## src/verilog/clk_sleep_pkg.sv

```systemverilog
// Constants for the clock prescaler and sleep controller.
// Assumes a single 10 MHz undivided clock and a simple strobe register port.
// What this block does
// [RULE_01] Divider fields change only while unlock is set
// [RULE_02] Unlock updates only when other bits zero
// [RULE_03] Unlock clears after four cycles or field write
// [RULE_04] Rewriting unlock keeps the original expiry
// [RULE_05] Prescaler bit six always reads zero
// [RULE_06] Timer code zero disables, else 2^(n-1)
// [RULE_07] System clock divided by two to code
// [RULE_08] Fuse selects reset value 000 or 011
// [RULE_09] Any system code writable regardless of fuse
// [RULE_10] Sleep only when sleep instruction meets arm
// [RULE_11] Mode codes idle, noise, power-down; rest reserved
// [RULE_12] Interrupt wake holds core four extra cycles
// [RULE_13] Register file and SRAM kept across sleep
// [RULE_14] Reset during sleep restarts from reset vector
// [RULE_15] Software arms just before sleep, clears after
// [RULE_16] Idle stops only CPU and flash clocks
// [RULE_17] Noise mode stops CPU, flash, I/O clocks
// [RULE_18] Noise mode timers 2/3 wake if enabled
// [RULE_19] Power-down stops oscillators, brown-out unless kept
// [RULE_20] Power-down wakes only on listed sources
// [RULE_21] Power-down keeps only slow RC clock
// [RULE_22] Power-down wake waits fuse-selected start-up time
// [RULE_23] Software unlocks then writes within four cycles
// [RULE_24] Divider switch is glitch free, no overshoot
// [RULE_25] Deep modes wake only on level interrupts
// [RULE_26] Reserved mode codes behave as idle
`default_nettype none
package clk_sleep_pkg;
    localparam logic [3:0] ADDR_DIV = 4'h0;
    localparam logic [3:0] ADDR_SLEEP = 4'h1;
    localparam logic [3:0] ADDR_STATUS = 4'h2;
    localparam int UNLOCK_BIT = 7;
    localparam int RSVD_BIT = 6;
    localparam int TDIV_LSB = 3;
    localparam int SDIV_LSB = 0;
    localparam logic [7:0] UNLOCK_ONLY = 8'h80;
    localparam logic [2:0] SDIV_RESET_PLAIN = 3'h0;
    localparam logic [2:0] SDIV_RESET_FUSE = 3'h3;
    localparam logic [2:0] TDIV_OFF = 3'h0;
    localparam logic [2:0] UNLOCK_CYCLES = 3'h4;
    localparam logic [2:0] WAKE_HOLD_CYCLES = 3'h4;
    localparam logic [2:0] MODE_IDLE = 3'h0;
    localparam logic [2:0] MODE_NOISE = 3'h1;
    localparam logic [2:0] MODE_PDOWN = 3'h2;
    localparam int CLK_HZ = 10_000_000;
    // Start-up periods per fuse code in microseconds
    localparam int STARTUP_US_0 = 10;
    localparam int STARTUP_US_1 = 100;
    localparam int STARTUP_US_2 = 1000;
    localparam int STARTUP_US_3 = 4000;
    localparam int US_CYC = CLK_HZ / 1_000_000;
    localparam logic [15:0] STARTUP_CYC_0 = 16'(STARTUP_US_0 * US_CYC);
    localparam logic [15:0] STARTUP_CYC_1 = 16'(STARTUP_US_1 * US_CYC);
    localparam logic [15:0] STARTUP_CYC_2 = 16'(STARTUP_US_2 * US_CYC);
    localparam logic [15:0] STARTUP_CYC_3 = 16'(STARTUP_US_3 * US_CYC);
    typedef enum logic [3:0] {
        ST_RUN = 4'b0001,
        ST_SLEEP = 4'b0010,
        ST_START = 4'b0100,
        ST_HOLD = 4'b1000
    } sleep_state_t;
endpackage : clk_sleep_pkg
`default_nettype wire

```

## src/verilog/glitchless_div.sv

```systemverilog
// Glitch-free power-of-two clock enable divider.
// Assumes the code input is stable from the same clock domain.
`default_nettype none
module glitchless_div #(
    parameter int W = 7
) (
    input wire logic clk_i, // Undivided clock
    input wire logic reset_i, // Async reset
    input wire logic run_i, // Divider allowed to tick
    input wire logic [2:0] shift_i, // Divide by 2^shift
    output logic tick_o // One-cycle divided enable
);
    logic [W-1:0] cnt_q;
    logic [2:0] shift_q;
    logic [W-1:0] mask;
    // New setting is adopted only at a period boundary or while stopped, so no short period
    always_comb begin
        mask = W'((1 << shift_q) - 1);
    end
    always_ff @(posedge clk_i or posedge reset_i) begin
        if (reset_i) begin
            cnt_q <= '0;
            shift_q <= 3'h0;
            tick_o <= 1'b0;
        end else if (!run_i) begin
            cnt_q <= '0;
            tick_o <= 1'b0;
            shift_q <= shift_i;
        end else if ((cnt_q & mask) == mask) begin // [RULE_24]
            cnt_q <= '0;
            tick_o <= 1'b1;
            shift_q <= shift_i;
        end else begin
            cnt_q <= cnt_q + W'(1);
            tick_o <= 1'b0;
        end
    end
endmodule : glitchless_div
`default_nettype wire

```

## src/verilog/clock_prescaler_sleep_ctrl.sv

```systemverilog
// Prescaler register with timed unlock plus sleep/wake clock gating control.
// Assumes core strobes are synchronous; wake sources and fuses come from pins.
//
// Design decisions made here: the strobed register port and the register addresses.
`default_nettype none
module clock_prescaler_sleep_ctrl
    import clk_sleep_pkg::*;
(
    input wire logic clk_i, // Undivided input clock
    input wire logic reset_i, // Chip reset, async high
    input wire logic [3:0] addr_i, // Register address
    input wire logic [7:0] wdata_i, // Write data
    input wire logic wr_i, // Write strobe
    input wire logic rd_i, // Read strobe
    output logic [7:0] rdata_o, // Read data, cycle after strobe
    input wire logic sleep_instr_i, // Core executes sleep instruction
    input wire logic div8_fuse_i, // Divide-by-eight fuse programmed
    input wire logic [1:0] startup_time_fuses_i, // Start-up period select
    input wire logic brown_out_keep_alive_i, // Keep brown-out in power-down
    input wire logic slow_rc_enable_i, // Slow RC clock enabled
    input wire logic global_irq_en_i, // Global interrupt enable
    input wire logic irq_internal_i, // Any enabled internal interrupt
    input wire logic timer23_irq_i, // Timer 2/3 event, masked
    input wire logic ext_level_irq_i, // Level interrupt on either line
    input wire logic ext_edge_irq_i, // Edge interrupt on either line
    input wire logic pin_change_irq_i, // Pin-change interrupt
    input wire logic lf_start_irq_i, // LF receiver start condition
    output logic cpu_clk_en_o, // CPU clock enable
    output logic flash_clk_en_o, // Flash clock enable
    output logic io_clk_en_o, // I/O clock enable
    output logic timer_clk_en_o, // Divided timer clock enable
    output logic sys_tick_o, // Divided system clock tick
    output logic fast_rc_run_o, // Fast RC oscillator on
    output logic ext_clk_run_o, // External clock inputs on
    output logic brown_out_run_o, // Voltage monitor and brown-out on
    output logic slow_rc_run_o, // Slow RC clock on
    output logic core_hold_o, // Core held, no fetch
    output logic wake_irq_o, // Resume into interrupt handler
    output logic sleeping_o // Block is in a sleep mode
);
    logic [2:0] tdiv_q, sdiv_q, mode_q;
    logic unlock_q, arm_q;
    logic [2:0] unlock_cnt_q;
    logic [15:0] start_cnt_q;
    logic [2:0] hold_cnt_q;
    sleep_state_t state_q;
    logic [1:0] fuse_s1_q, fuse_s2_q;
    logic [5:0] wake_s1_q, wake_s2_q;
    logic div8_s1_q, div8_s2_q;
    logic boot_q;
    logic wr_div, wr_fields, wake_any;
    logic [15:0] startup_cyc;
    logic t_tick, s_tick, t_run, s_run;
    logic [2:0] t_shift;
    logic [5:0] wake_raw;

    // Wake and start-up fuse pins pass two flops before any logic reads them
    assign wake_raw = {timer23_irq_i, ext_level_irq_i, ext_edge_irq_i,
                       pin_change_irq_i, lf_start_irq_i, irq_internal_i};
    always_ff @(posedge clk_i or posedge reset_i) begin
        if (reset_i) begin
            wake_s1_q <= '0;
            wake_s2_q <= '0;
            fuse_s1_q <= '0;
            fuse_s2_q <= '0;
        end else begin
            wake_s1_q <= wake_raw;
            wake_s2_q <= wake_s1_q;
            fuse_s1_q <= startup_time_fuses_i;
            fuse_s2_q <= fuse_s1_q;
        end
    end

    // Fuse synchroniser has no reset, so the fuse level is through it at reset release
    always_ff @(posedge clk_i) begin
        div8_s1_q <= div8_fuse_i;
        div8_s2_q <= div8_s1_q;
    end

    assign wr_div = wr_i && addr_i == ADDR_DIV;
    // A write carrying unlock zero touches the fields
    assign wr_fields = wr_div && !wdata_i[UNLOCK_BIT];

    // Unlock bit with fixed four-cycle window
    always_ff @(posedge clk_i or posedge reset_i) begin
        if (reset_i) begin
            unlock_q <= 1'b0;
            unlock_cnt_q <= 3'h0;
        end else if (unlock_q && (wr_fields || unlock_cnt_q == UNLOCK_CYCLES - 3'h1)) begin
            unlock_q <= 1'b0; // [RULE_03]
            unlock_cnt_q <= 3'h0;
        end else if (unlock_q) begin
            unlock_cnt_q <= unlock_cnt_q + 3'h1; // [RULE_04]
        end else if (wr_div && wdata_i == UNLOCK_ONLY) begin
            unlock_q <= 1'b1; // [RULE_02]
            unlock_cnt_q <= 3'h0;
        end
    end

    // Fuse caught once after reset release, since async reset takes constants only
    always_ff @(posedge clk_i or posedge reset_i) begin
        if (reset_i) begin
            boot_q <= 1'b1;
            tdiv_q <= TDIV_OFF;
            sdiv_q <= SDIV_RESET_PLAIN;
        end else if (boot_q) begin
            boot_q <= 1'b0;
            sdiv_q <= div8_s2_q ? SDIV_RESET_FUSE : SDIV_RESET_PLAIN; // [RULE_08]
        end else if (wr_fields && unlock_q) begin // [RULE_01]
            tdiv_q <= wdata_i[TDIV_LSB +: 3];
            sdiv_q <= wdata_i[SDIV_LSB +: 3]; // [RULE_09]
        end
    end

    // Sleep control register
    always_ff @(posedge clk_i or posedge reset_i) begin
        if (reset_i) begin
            arm_q <= 1'b0;
            mode_q <= MODE_IDLE;
        end else if (wr_i && addr_i == ADDR_SLEEP) begin
            arm_q <= wdata_i[0];
            mode_q <= wdata_i[3:1];
        end
    end

    // Wake sources allowed per mode
    always_comb begin
        unique case (mode_q)
            MODE_NOISE: wake_any = wake_s2_q[0] || wake_s2_q[1] || wake_s2_q[2]
                                   || wake_s2_q[4] || (wake_s2_q[5] && global_irq_en_i); // [RULE_18] [RULE_25]
            MODE_PDOWN: wake_any = wake_s2_q[1] || wake_s2_q[2] || wake_s2_q[4]; // [RULE_20] [RULE_25]
            default: wake_any = |wake_s2_q[5:0]; // [RULE_16] [RULE_26]
        endcase
    end

    always_comb begin
        unique case (fuse_s2_q)
            2'h0: startup_cyc = STARTUP_CYC_0;
            2'h1: startup_cyc = STARTUP_CYC_1;
            2'h2: startup_cyc = STARTUP_CYC_2;
            default: startup_cyc = STARTUP_CYC_3;
        endcase
    end

    // Sleep sequencer; reset from any state returns to run via the vector [RULE_14]
    always_ff @(posedge clk_i or posedge reset_i) begin
        if (reset_i) begin
            state_q <= ST_RUN;
            start_cnt_q <= '0;
            hold_cnt_q <= '0;
        end else begin
            unique case (state_q)
                ST_RUN: if (sleep_instr_i && arm_q) begin // [RULE_10]
                    state_q <= ST_SLEEP;
                end
                ST_SLEEP: if (wake_any) begin
                    // Only power-down stops the oscillator, so only it waits start-up
                    state_q <= (mode_q == MODE_PDOWN) ? ST_START : ST_HOLD; // [RULE_22]
                    start_cnt_q <= '0;
                    hold_cnt_q <= '0;
                end
                ST_START: if (start_cnt_q >= startup_cyc - 16'h1) begin
                    state_q <= ST_HOLD;
                end else begin
                    start_cnt_q <= start_cnt_q + 16'h1;
                end
                ST_HOLD: if (hold_cnt_q == WAKE_HOLD_CYCLES - 3'h1) begin
                    state_q <= ST_RUN; // [RULE_12]
                end else begin
                    hold_cnt_q <= hold_cnt_q + 3'h1;
                end
                default: state_q <= ST_RUN;
            endcase
        end
    end

    // Dividers run only while their clock domain is live
    assign s_run = state_q == ST_RUN || state_q == ST_HOLD;
    assign t_run = tdiv_q != TDIV_OFF && !(state_q == ST_SLEEP && mode_q == MODE_PDOWN);
    assign t_shift = tdiv_q - 3'h1; // [RULE_06]
    glitchless_div #(.W(7)) u_sys_div (
        .clk_i(clk_i),
        .reset_i(reset_i),
        .run_i(s_run),
        .shift_i(sdiv_q), // [RULE_07]
        .tick_o(s_tick)
    );
    glitchless_div #(.W(7)) u_tim_div (
        .clk_i(clk_i),
        .reset_i(reset_i),
        .run_i(t_run),
        .shift_i(t_shift),
        .tick_o(t_tick)
    );

    // Clock gating outputs per mode; no state is cleared so memories keep contents [RULE_13]
    always_ff @(posedge clk_i or posedge reset_i) begin
        if (reset_i) begin
            cpu_clk_en_o <= 1'b1;
            flash_clk_en_o <= 1'b1;
            io_clk_en_o <= 1'b1;
            fast_rc_run_o <= 1'b1;
            ext_clk_run_o <= 1'b1;
            brown_out_run_o <= 1'b1;
            slow_rc_run_o <= 1'b1;
        end else begin
            cpu_clk_en_o <= state_q == ST_RUN; // [RULE_16]
            flash_clk_en_o <= state_q == ST_RUN;
            io_clk_en_o <= !(state_q == ST_SLEEP && (mode_q == MODE_NOISE || mode_q == MODE_PDOWN)); // [RULE_17]
            fast_rc_run_o <= !(state_q == ST_SLEEP && mode_q == MODE_PDOWN); // [RULE_19] [RULE_21]
            ext_clk_run_o <= !(state_q == ST_SLEEP && mode_q == MODE_PDOWN);
            brown_out_run_o <= !(state_q == ST_SLEEP && mode_q == MODE_PDOWN) || brown_out_keep_alive_i;
            slow_rc_run_o <= slow_rc_enable_i;
        end
    end

    always_ff @(posedge clk_i or posedge reset_i) begin
        if (reset_i) begin
            timer_clk_en_o <= 1'b0;
            sys_tick_o <= 1'b0;
            core_hold_o <= 1'b0;
            wake_irq_o <= 1'b0;
            sleeping_o <= 1'b0;
        end else begin
            timer_clk_en_o <= t_tick;
            sys_tick_o <= s_tick;
            core_hold_o <= state_q != ST_RUN;
            wake_irq_o <= state_q == ST_HOLD && hold_cnt_q == WAKE_HOLD_CYCLES - 3'h1;
            sleeping_o <= state_q == ST_SLEEP;
        end
    end

    // Read data, one cycle after strobe
    always_ff @(posedge clk_i or posedge reset_i) begin
        if (reset_i) begin
            rdata_o <= 8'h00;
        end else if (rd_i) begin
            unique case (addr_i)
                ADDR_DIV: rdata_o <= {unlock_q, 1'b0, tdiv_q, sdiv_q}; // [RULE_05]
                ADDR_SLEEP: rdata_o <= {4'h0, mode_q, arm_q}; // [RULE_11]
                ADDR_STATUS: rdata_o <= {4'h0, state_q};
                default: rdata_o <= 8'h00;
            endcase
        end else begin
            rdata_o <= 8'h00;
        end
    end

    // A window never outlives four cycles, nor survives a field write
    chk_unlock_expiry: assert property (@(posedge clk_i) disable iff (reset_i)
        unlock_q [*4] |=> !unlock_q) // [RULE_03]
        else $error("unlock window longer than four cycles");
    chk_unlock_field: assert property (@(posedge clk_i) disable iff (reset_i)
        (unlock_q && wr_fields) |=> !unlock_q) // [RULE_03]
        else $error("unlock kept after field write");
    chk_field_locked: assert property (@(posedge clk_i) disable iff (reset_i)
        (!unlock_q && !boot_q) |=> $stable(tdiv_q)) // [RULE_01]
        else $error("divider changed while locked");
    chk_sleep_armed: assert property (@(posedge clk_i) disable iff (reset_i)
        (state_q == ST_RUN && !(sleep_instr_i && arm_q)) |=> state_q == ST_RUN) // [RULE_10]
        else $error("sleep without arm");
    chk_wake_hold: assert property (@(posedge clk_i) disable iff (reset_i)
        $rose(state_q == ST_HOLD) |-> (state_q == ST_HOLD) [*4] ##1 state_q == ST_RUN) // [RULE_12]
        else $error("wake hold not four cycles");
    chk_idle_io: assert property (@(posedge clk_i) disable iff (reset_i)
        (state_q == ST_SLEEP && mode_q == MODE_IDLE) |=> io_clk_en_o && !cpu_clk_en_o) // [RULE_16]
        else $error("idle gating wrong");
    chk_noise_io: assert property (@(posedge clk_i) disable iff (reset_i)
        (state_q == ST_SLEEP && mode_q == MODE_NOISE) |=> !io_clk_en_o && fast_rc_run_o) // [RULE_17]
        else $error("noise gating wrong");
    chk_pdown_osc: assert property (@(posedge clk_i) disable iff (reset_i)
        (state_q == ST_SLEEP && mode_q == MODE_PDOWN) |=> !fast_rc_run_o && !ext_clk_run_o) // [RULE_19]
        else $error("power-down oscillator running");
    chk_pdown_edge: assert property (@(posedge clk_i) disable iff (reset_i)
        (state_q == ST_SLEEP && mode_q == MODE_PDOWN && wake_s2_q[3:2] == 2'b10
         && !wake_s2_q[4] && !wake_s2_q[1]) |=> state_q == ST_SLEEP) // [RULE_25]
        else $error("edge interrupt woke power-down");
    chk_rsvd_read: assert property (@(posedge clk_i) disable iff (reset_i)
        $past(rd_i) |-> !rdata_o[RSVD_BIT]) // [RULE_05]
        else $error("reserved bit read as one");
    chk_bo_keep: assert property (@(posedge clk_i) disable iff (reset_i)
        (state_q == ST_SLEEP && mode_q == MODE_PDOWN && brown_out_keep_alive_i) |=> brown_out_run_o) // [RULE_19]
        else $error("brown-out stopped despite keep-alive");
    cov_unlock_write: cover property (@(posedge clk_i) disable iff (reset_i) unlock_q && wr_fields);
    cov_pdown_wake: cover property (@(posedge clk_i) disable iff (reset_i)
        state_q == ST_START ##1 state_q == ST_HOLD);
    cov_idle_wake: cover property (@(posedge clk_i) disable iff (reset_i)
        state_q == ST_SLEEP && mode_q == MODE_IDLE ##1 state_q == ST_HOLD);
    cov_noise_wake: cover property (@(posedge clk_i) disable iff (reset_i)
        state_q == ST_SLEEP && mode_q == MODE_NOISE ##1 state_q == ST_HOLD);
    cov_rsvd_sleep: cover property (@(posedge clk_i) disable iff (reset_i)
        state_q == ST_SLEEP && mode_q > MODE_PDOWN);
endmodule : clock_prescaler_sleep_ctrl
`default_nettype wire

```

## config.mk

```make
export PLATFORM = sky130hd
export DESIGN_NAME = clock_prescaler_sleep_ctrl
export DESIGN_NICKNAME = d
export VERILOG_FILES = /design/src/verilog/clk_sleep_pkg.sv /design/src/verilog/glitchless_div.sv /design/src/verilog/clock_prescaler_sleep_ctrl.sv
export SDC_FILE = /design/constraint.sdc
export NUM_CORES = 1
export LEC_CHECK = 0
export BUFFER_PORTS_ARGS = -buffer_cell sky130_fd_sc_hd__buf_4
export CORE_MARGIN = 5
export CORE_UTILIZATION = 40
export DETAILED_ROUTE_END_ITERATION = 7
export GPL_TIMING_DRIVEN = 0
export PLACE_DENSITY = 0.57
export REMOVE_ABC_BUFFERS = 1
export SKIP_LAST_GASP = 1
export SYNTH_ARGS = -nofsm -noshare
export SYNTH_HDL_FRONTEND = slang
export SYNTH_SLANG_ARGS = --single-unit
```

## constraint.sdc

```tcl
create_clock -name clk_i -period 3.4 [get_ports clk_i]
set_input_delay 0 -clock clk_i [delete_from_list [all_inputs] [get_ports clk_i]]
set_output_delay 0 -clock clk_i [all_outputs]
set_load 0.01 [all_outputs]
```

# After elaboration in Yosys (flattened, before gate mapping)
# Index checks and enable logic that the tools add are counted.
# totals
regBits,96
inputBits,29
output_inout_bits,20
# op_classes
n_addsub,9
magnitude_cmp,1
eq_ne,24
n_shift,2
mux,37
bitwise,3
n_reduce_logical,37
# ops
operator,n
$pmux W16 S3,1
$mux W3,11
$mux W16,2
$pmux W16 S2,1
$mux W7,4
$pmux W8 S3,1
$mux W4,5
$add A16 B1 Y16 const B,1
$ge A16 B16 Y1,1
$pmux W4 S4,1
$sub A16 B1 Y16 const B,1
$add A7 B1 Y7 const B,2
$and A7 B7 Y7,2
$eq A7 B7 Y1,2
$ne A2 B2 Y1 const B,7
$shl A1 B3 Y7 const A,2
$sub A7 B2 Y7 const B,2
$logic_and A1 B1 Y1,12
$logic_or A1 B1 Y1,10
$eq A3 B2 Y1 const B,3
$eq A4 B1 Y1 const B,2
$eq A4 B2 Y1 const B,2
$eq A8 B8 Y1 const B,1
$mux W8,1
23 further kinds,36

# Depth between registers and ports, before layout
# logic_depth
word_depth,7
depth_mapped,13

# By module
# From an unflattened synthesis, not the netlist that was laid out.
# hier_totals
hier_cells,443
hier_area_um2,4817.1
# by_module_without_submodules
module,n_inst,cells_per_inst,area_per_inst_um2
clock_prescaler_sleep_ctrl,1,347,3721.1
glitchless_div,2,48,548.0

# Worst setup path after synthesis
# OpenSTA, ideal clock, no wires.
# synth_path
path_type,register to register
startpoint,register fuse_s2_q[0]
endpoint,register start_cnt_q[11]
setup_time_ps,124
t_arrival_ps,2763
required_time_ps,3276
slack_ps,513
stages_incl_launch_ff,13
period_less_slack_ps,2887
cell_sequence,dfrtp_1 -> inv_1 -> ha_1 -> nor3_1 -> nand2_1 -> ha_1 -> o21ai_0 -> nor2_1 -> nor4_4 -> nand2_2 -> buf_4 -> o211a_1 -> a211o_1
# synth_via
elab_chain_cells,6
word_cells_on_any_way,8
classes_between,add/sub: 1; order compare: 1; eq/ne: 3; mux: 1; reduce/logical: 2
# synth_lines
item,line,source
start: declaration,clock_prescaler_sleep_ctrl.sv:47,"logic [1:0] fuse_s1_q, fuse_s2_q;"
start signal: assignment,clock_prescaler_sleep_ctrl.sv:70,fuse_s2_q <= fuse_s1_q;
$eq A2 B2 Y1 (tied with other cells),clock_prescaler_sleep_ctrl.sv:137,unique case (fuse_s2_q)
$pmux W16 S3 (*),clock_prescaler_sleep_ctrl.sv:137,
$sub A16 B1 Y16 (*),clock_prescaler_sleep_ctrl.sv:162,ST_START: if (start_cnt_q >= startup_cyc - 16'h1) begin
$ge A16 B16 Y1 (*),clock_prescaler_sleep_ctrl.sv:162,
$ne A2 B2 Y1 (no line) (*),--,
$reduce_and A3 Y1 (no line) (*),--,
end signal: assignment,clock_prescaler_sleep_ctrl.sv:165,start_cnt_q <= start_cnt_q + 16'h1;
end: declaration,clock_prescaler_sleep_ctrl.sv:44,logic [15:0] start_cnt_q;
# Mark *: on every way between the ends. The rest lies on a longest branch, timed or not.
# A chain may end at the register's enable or synchronous reset.

# Worst setup path after layout
# layout_path
startpoint,register fuse_s2_q[0]
endpoint,register start_cnt_q[10]
# The elaborated chain is that of the path after synthesis.

==> results.md <==
* Antenna cells at 0
* Share of cells above drive strength 1 at 18.2%
* Yosys reg bits at 95
* Peak supply drop at 0.000298 V
* CTS Buf Count at 9
* Clk pin slew, worst setup/hold paths at 0.07 ns
* Avg Vias per Cell at 5.12
* Synth Cell Area at 4600 um^2
* Drc violations at 0
* P_sw at 0.00107 W
* DRT antenna net count at 0
* Top sig layer: met4
* Final Hold Vio Count at 0
* Total Routing Usage GR at 14.8%
* Worst hold path class: in -> reg
* Die W at 117 um
* First-pass GRT wire length at 16.0 mm
* Drt pass-1 iters at 4
* PwrDens at 577 nW/um^2
* FMAX at 320 MHz
* Sequential share of the synthesized area at 51.7%
* Metal2 WL at 4.41 mm
* Syn avg cell area at 10.5 um^2
* Root Driver: clkbuf_16
* Async SR Flop Fraction at 97.9%
* Post-route clock skew at 0.00610 ns
* Num ports at 49
* GRT overflow at 0
* Clk pwr share at 30.1%
* Period utilization at 91.9%
* Hold Path Depth at 3
* Dominant cell type by area after synthesis: dfrtp_1
* Leakage at 2.57 nW
* Post-synth top flop: dfrtp_1
* Slew headroom at 33.6%
* Max-Cap Viols at 0
* Switch share at 33.1%
* Arrival @ worst endpoint at 3.39 ns
* Die Height at 117 um
* Post-Syn Instances at 437
* Synth area leaders: dfrtp_1 (47%), ha_1 (8.2%), dfstp_2 (4.0%), nor2_1 (3.6%), a21oi_1 (2.8%)
* Total power at 0.00323 W
* Routability Congestion at 0.780
* Core Area at 11,300 um^2
* Total die area at 13,700 um^2
* Most frequent cells in the layout: dfrtp_1 (86), buf_4 (48), nor2_1 (44)
* Final core utilization at 49.5%
* Crit. End Element: flip-flop
* Most common cell after layout, fill and taps aside: dfrtp_1
* Final Setup Violations at 0
* Layout area overhead at 21.8%
* # clock sinks at 95
* Flop pwr share at 45.6%
* Worst R2R Path Depth at 12
* Skew-Pair Late Insertion Delay at 0.34 ns
* Drt first-iter violations at 164
* FP Rows at 39
* Combinational group share of total power at 24.3%
* Critical Path Fanout Max at 9
* Clock Path Buffers at 2
* Routed wl met3 at 458 um
* Pins Over Slew Limit at 0
* CTS tree: built
* Area fraction of the dominant cell type after synthesis at 46.8%
* Worst slew pin tran at 0.992 ns
* Post-synth EDFFs at 0
* Cell internal pwr at 0.00216 W
* Critical Path RT at 3.66 ns
* Startpoint Class: flip-flop
* RSZ-0062 raised after global routing: no
* Number of nets in the layout at 565
* M1 WL at 4.31 mm
* Post-DP HPWL at 6.65 mm
* Port bufs at 47
* Antenna violations before repair at 0
* WL/cell at 14.2 um
* Hold WS at 0.0494 ns
* Status: completed
* H-tree Lvls at 3
* Pin count of the biggest net entering global routing at 65
* Setup TNS at 0 ns
* CP Class: reg -> reg
* Syn. warnings at 0
* Tmin final at 3.12 ns
* Vias at 3,351
* Starting Density at 40.6%
* Vias in the first global route at 3,344
* Yosys cell types at 60
* DRT Wirelength at 9.27 mm
==> cell families (layout without fill, tap and decap cells) <==
logic type | count (synthesis) | after routing | synth area share, %
flops | 95 | 95 | 51.7
fa+ha+maj | 30 | 30 | 8.16
xor+xnor | 14 | 14 | 2.67
mux | 21 | 21 | 4.87
buf+inv | 45 | 118 | 4.54
compound gates | 81 | 81 | 10.7
other cells | 1 | 2 | 0.0815
simple gates | 150 | 150 | 17.3
==> cells in the mapped netlist (7+ instances only) <==
cell	count
o21ai_0	14
nand3_1	19
nand2_1	33
a21oi_1	26
xor2_1	7
xnor2_1	7
nor2_1	44
o21ai_1	14
dfstp_2	7
nor3_1	7
ha_1	30
nand4_1	7
dfrtp_1	86
mux2_2	10
mux2i_1	10
inv_1	29
==> worst max-delay path, stage by stage (launching register included) <==
cell	delay, ns
dfrtp_1	0.42
inv_1	0.11
ha_1	0.33
nor3_1	0.24
nand2_1	0.11
ha_1	0.30
o21ai_0	0.15
nor2_1	0.09
nor4_4	0.38
buf_4	0.23
and2_0	0.36
nand4_1	0.14
mux2i_1	0.18
==> timing repair <==
item	4_1_cts	5_1_grt
resized for setup	0	1
hold endpoints to repair	52	0
setup buffers	1	0
pin swaps	1	0
endpoints found under the setup margin	1	1
hold buffers	23	0
==> power groups by stage <==
| stage | clock (W) | combinational (W) | sequential [W] |
|---|---|---|---|
| finish | 0.000972 | 0.000786 | 0.00147 |
| global route | 0.00105 | 0.000896 | 0.00150 |
| CTS | 0.00101 | 0.000790 | 0.00147 |
| detailed placement | 0 | 0.000748 | 0.00149 |
| global placement | 0 | 0.000725 | 0.00149 |
| floorplan | 0 | 0.000515 | 0.00146 |
==> state kept, by name, indices dropped and copies added (netlist names), 2 cells and up <==
signal	flops
u_tim_div.cnt_q	7
mode_q	3
rdata_o	7
sdiv_q	3
u_tim_div.shift_q	3
unlock_cnt_q	3
state_q	4
hold_cnt_q	3
wake_s2_q	6
wake_s1_q	6
fuse_s1_q	2
fuse_s2_q	2
start_cnt_q	16
u_sys_div.cnt_q	7
u_sys_div.shift_q	3
tdiv_q	3
==> layer usage <==
metal | up-vias | GRT usage, %
met5 | - | 0
met4 | 0 | 3.98
met3 | 8 | 4.47
met2 | 73 | 23.2
met1 | 1610 | 20.1
li1 | 1660 | -
==> stage by stage <==
stage | std cells | area, um^2 | worst slack [ns]
3_3_place_gp | 613 | 5040 | -0.121
5_1_grt | 654 | 5600 | 0.0197
6_report | 654 | 5600 | 0.275
4_1_cts | 654 | 5600 | 0.216
2_1_floorplan | 423 | 4510 | 0.399
3_5_place_dp | 614 | 5070 | -0.0641
==> final timing paths <==
| path | from | endpoint | slack (ns) |
|---|---|---|---|
| max reg2reg | fuse_s2_q[0]$_DFF_PP0_ | start_cnt_q[10]$_DFFE_PP0P_ | 0.28 |
| max in group asynchronous | reset_i | slow_rc_run_o$_DFF_PP1_ | 2.48 |
| min | rd_i | rdata_o[3]$_DFF_PP0_ | 0.05 |
| min reg2reg | div8_s1_q$_DFF_P_ | div8_s2_q$_DFF_P_ | 0.33 |
| max | fuse_s2_q[0]$_DFF_PP0_ | start_cnt_q[10]$_DFFE_PP0P_ | 0.28 |
| min in group asynchronous | reset_i | wake_s2_q[4]$_DFF_PP0_ | 0.23 |
==> cell type report <==
cell class	count	area, um^2
clock buffer	10	239
inverter	30	115
sequential	95	2380
fill	1052	5720
timing repair buffer	72	618
clock inverter	6	51.3
multi-input combinational	298	2020
tap	143	179
Note: power is estimated with default switching activity, not from simulation.
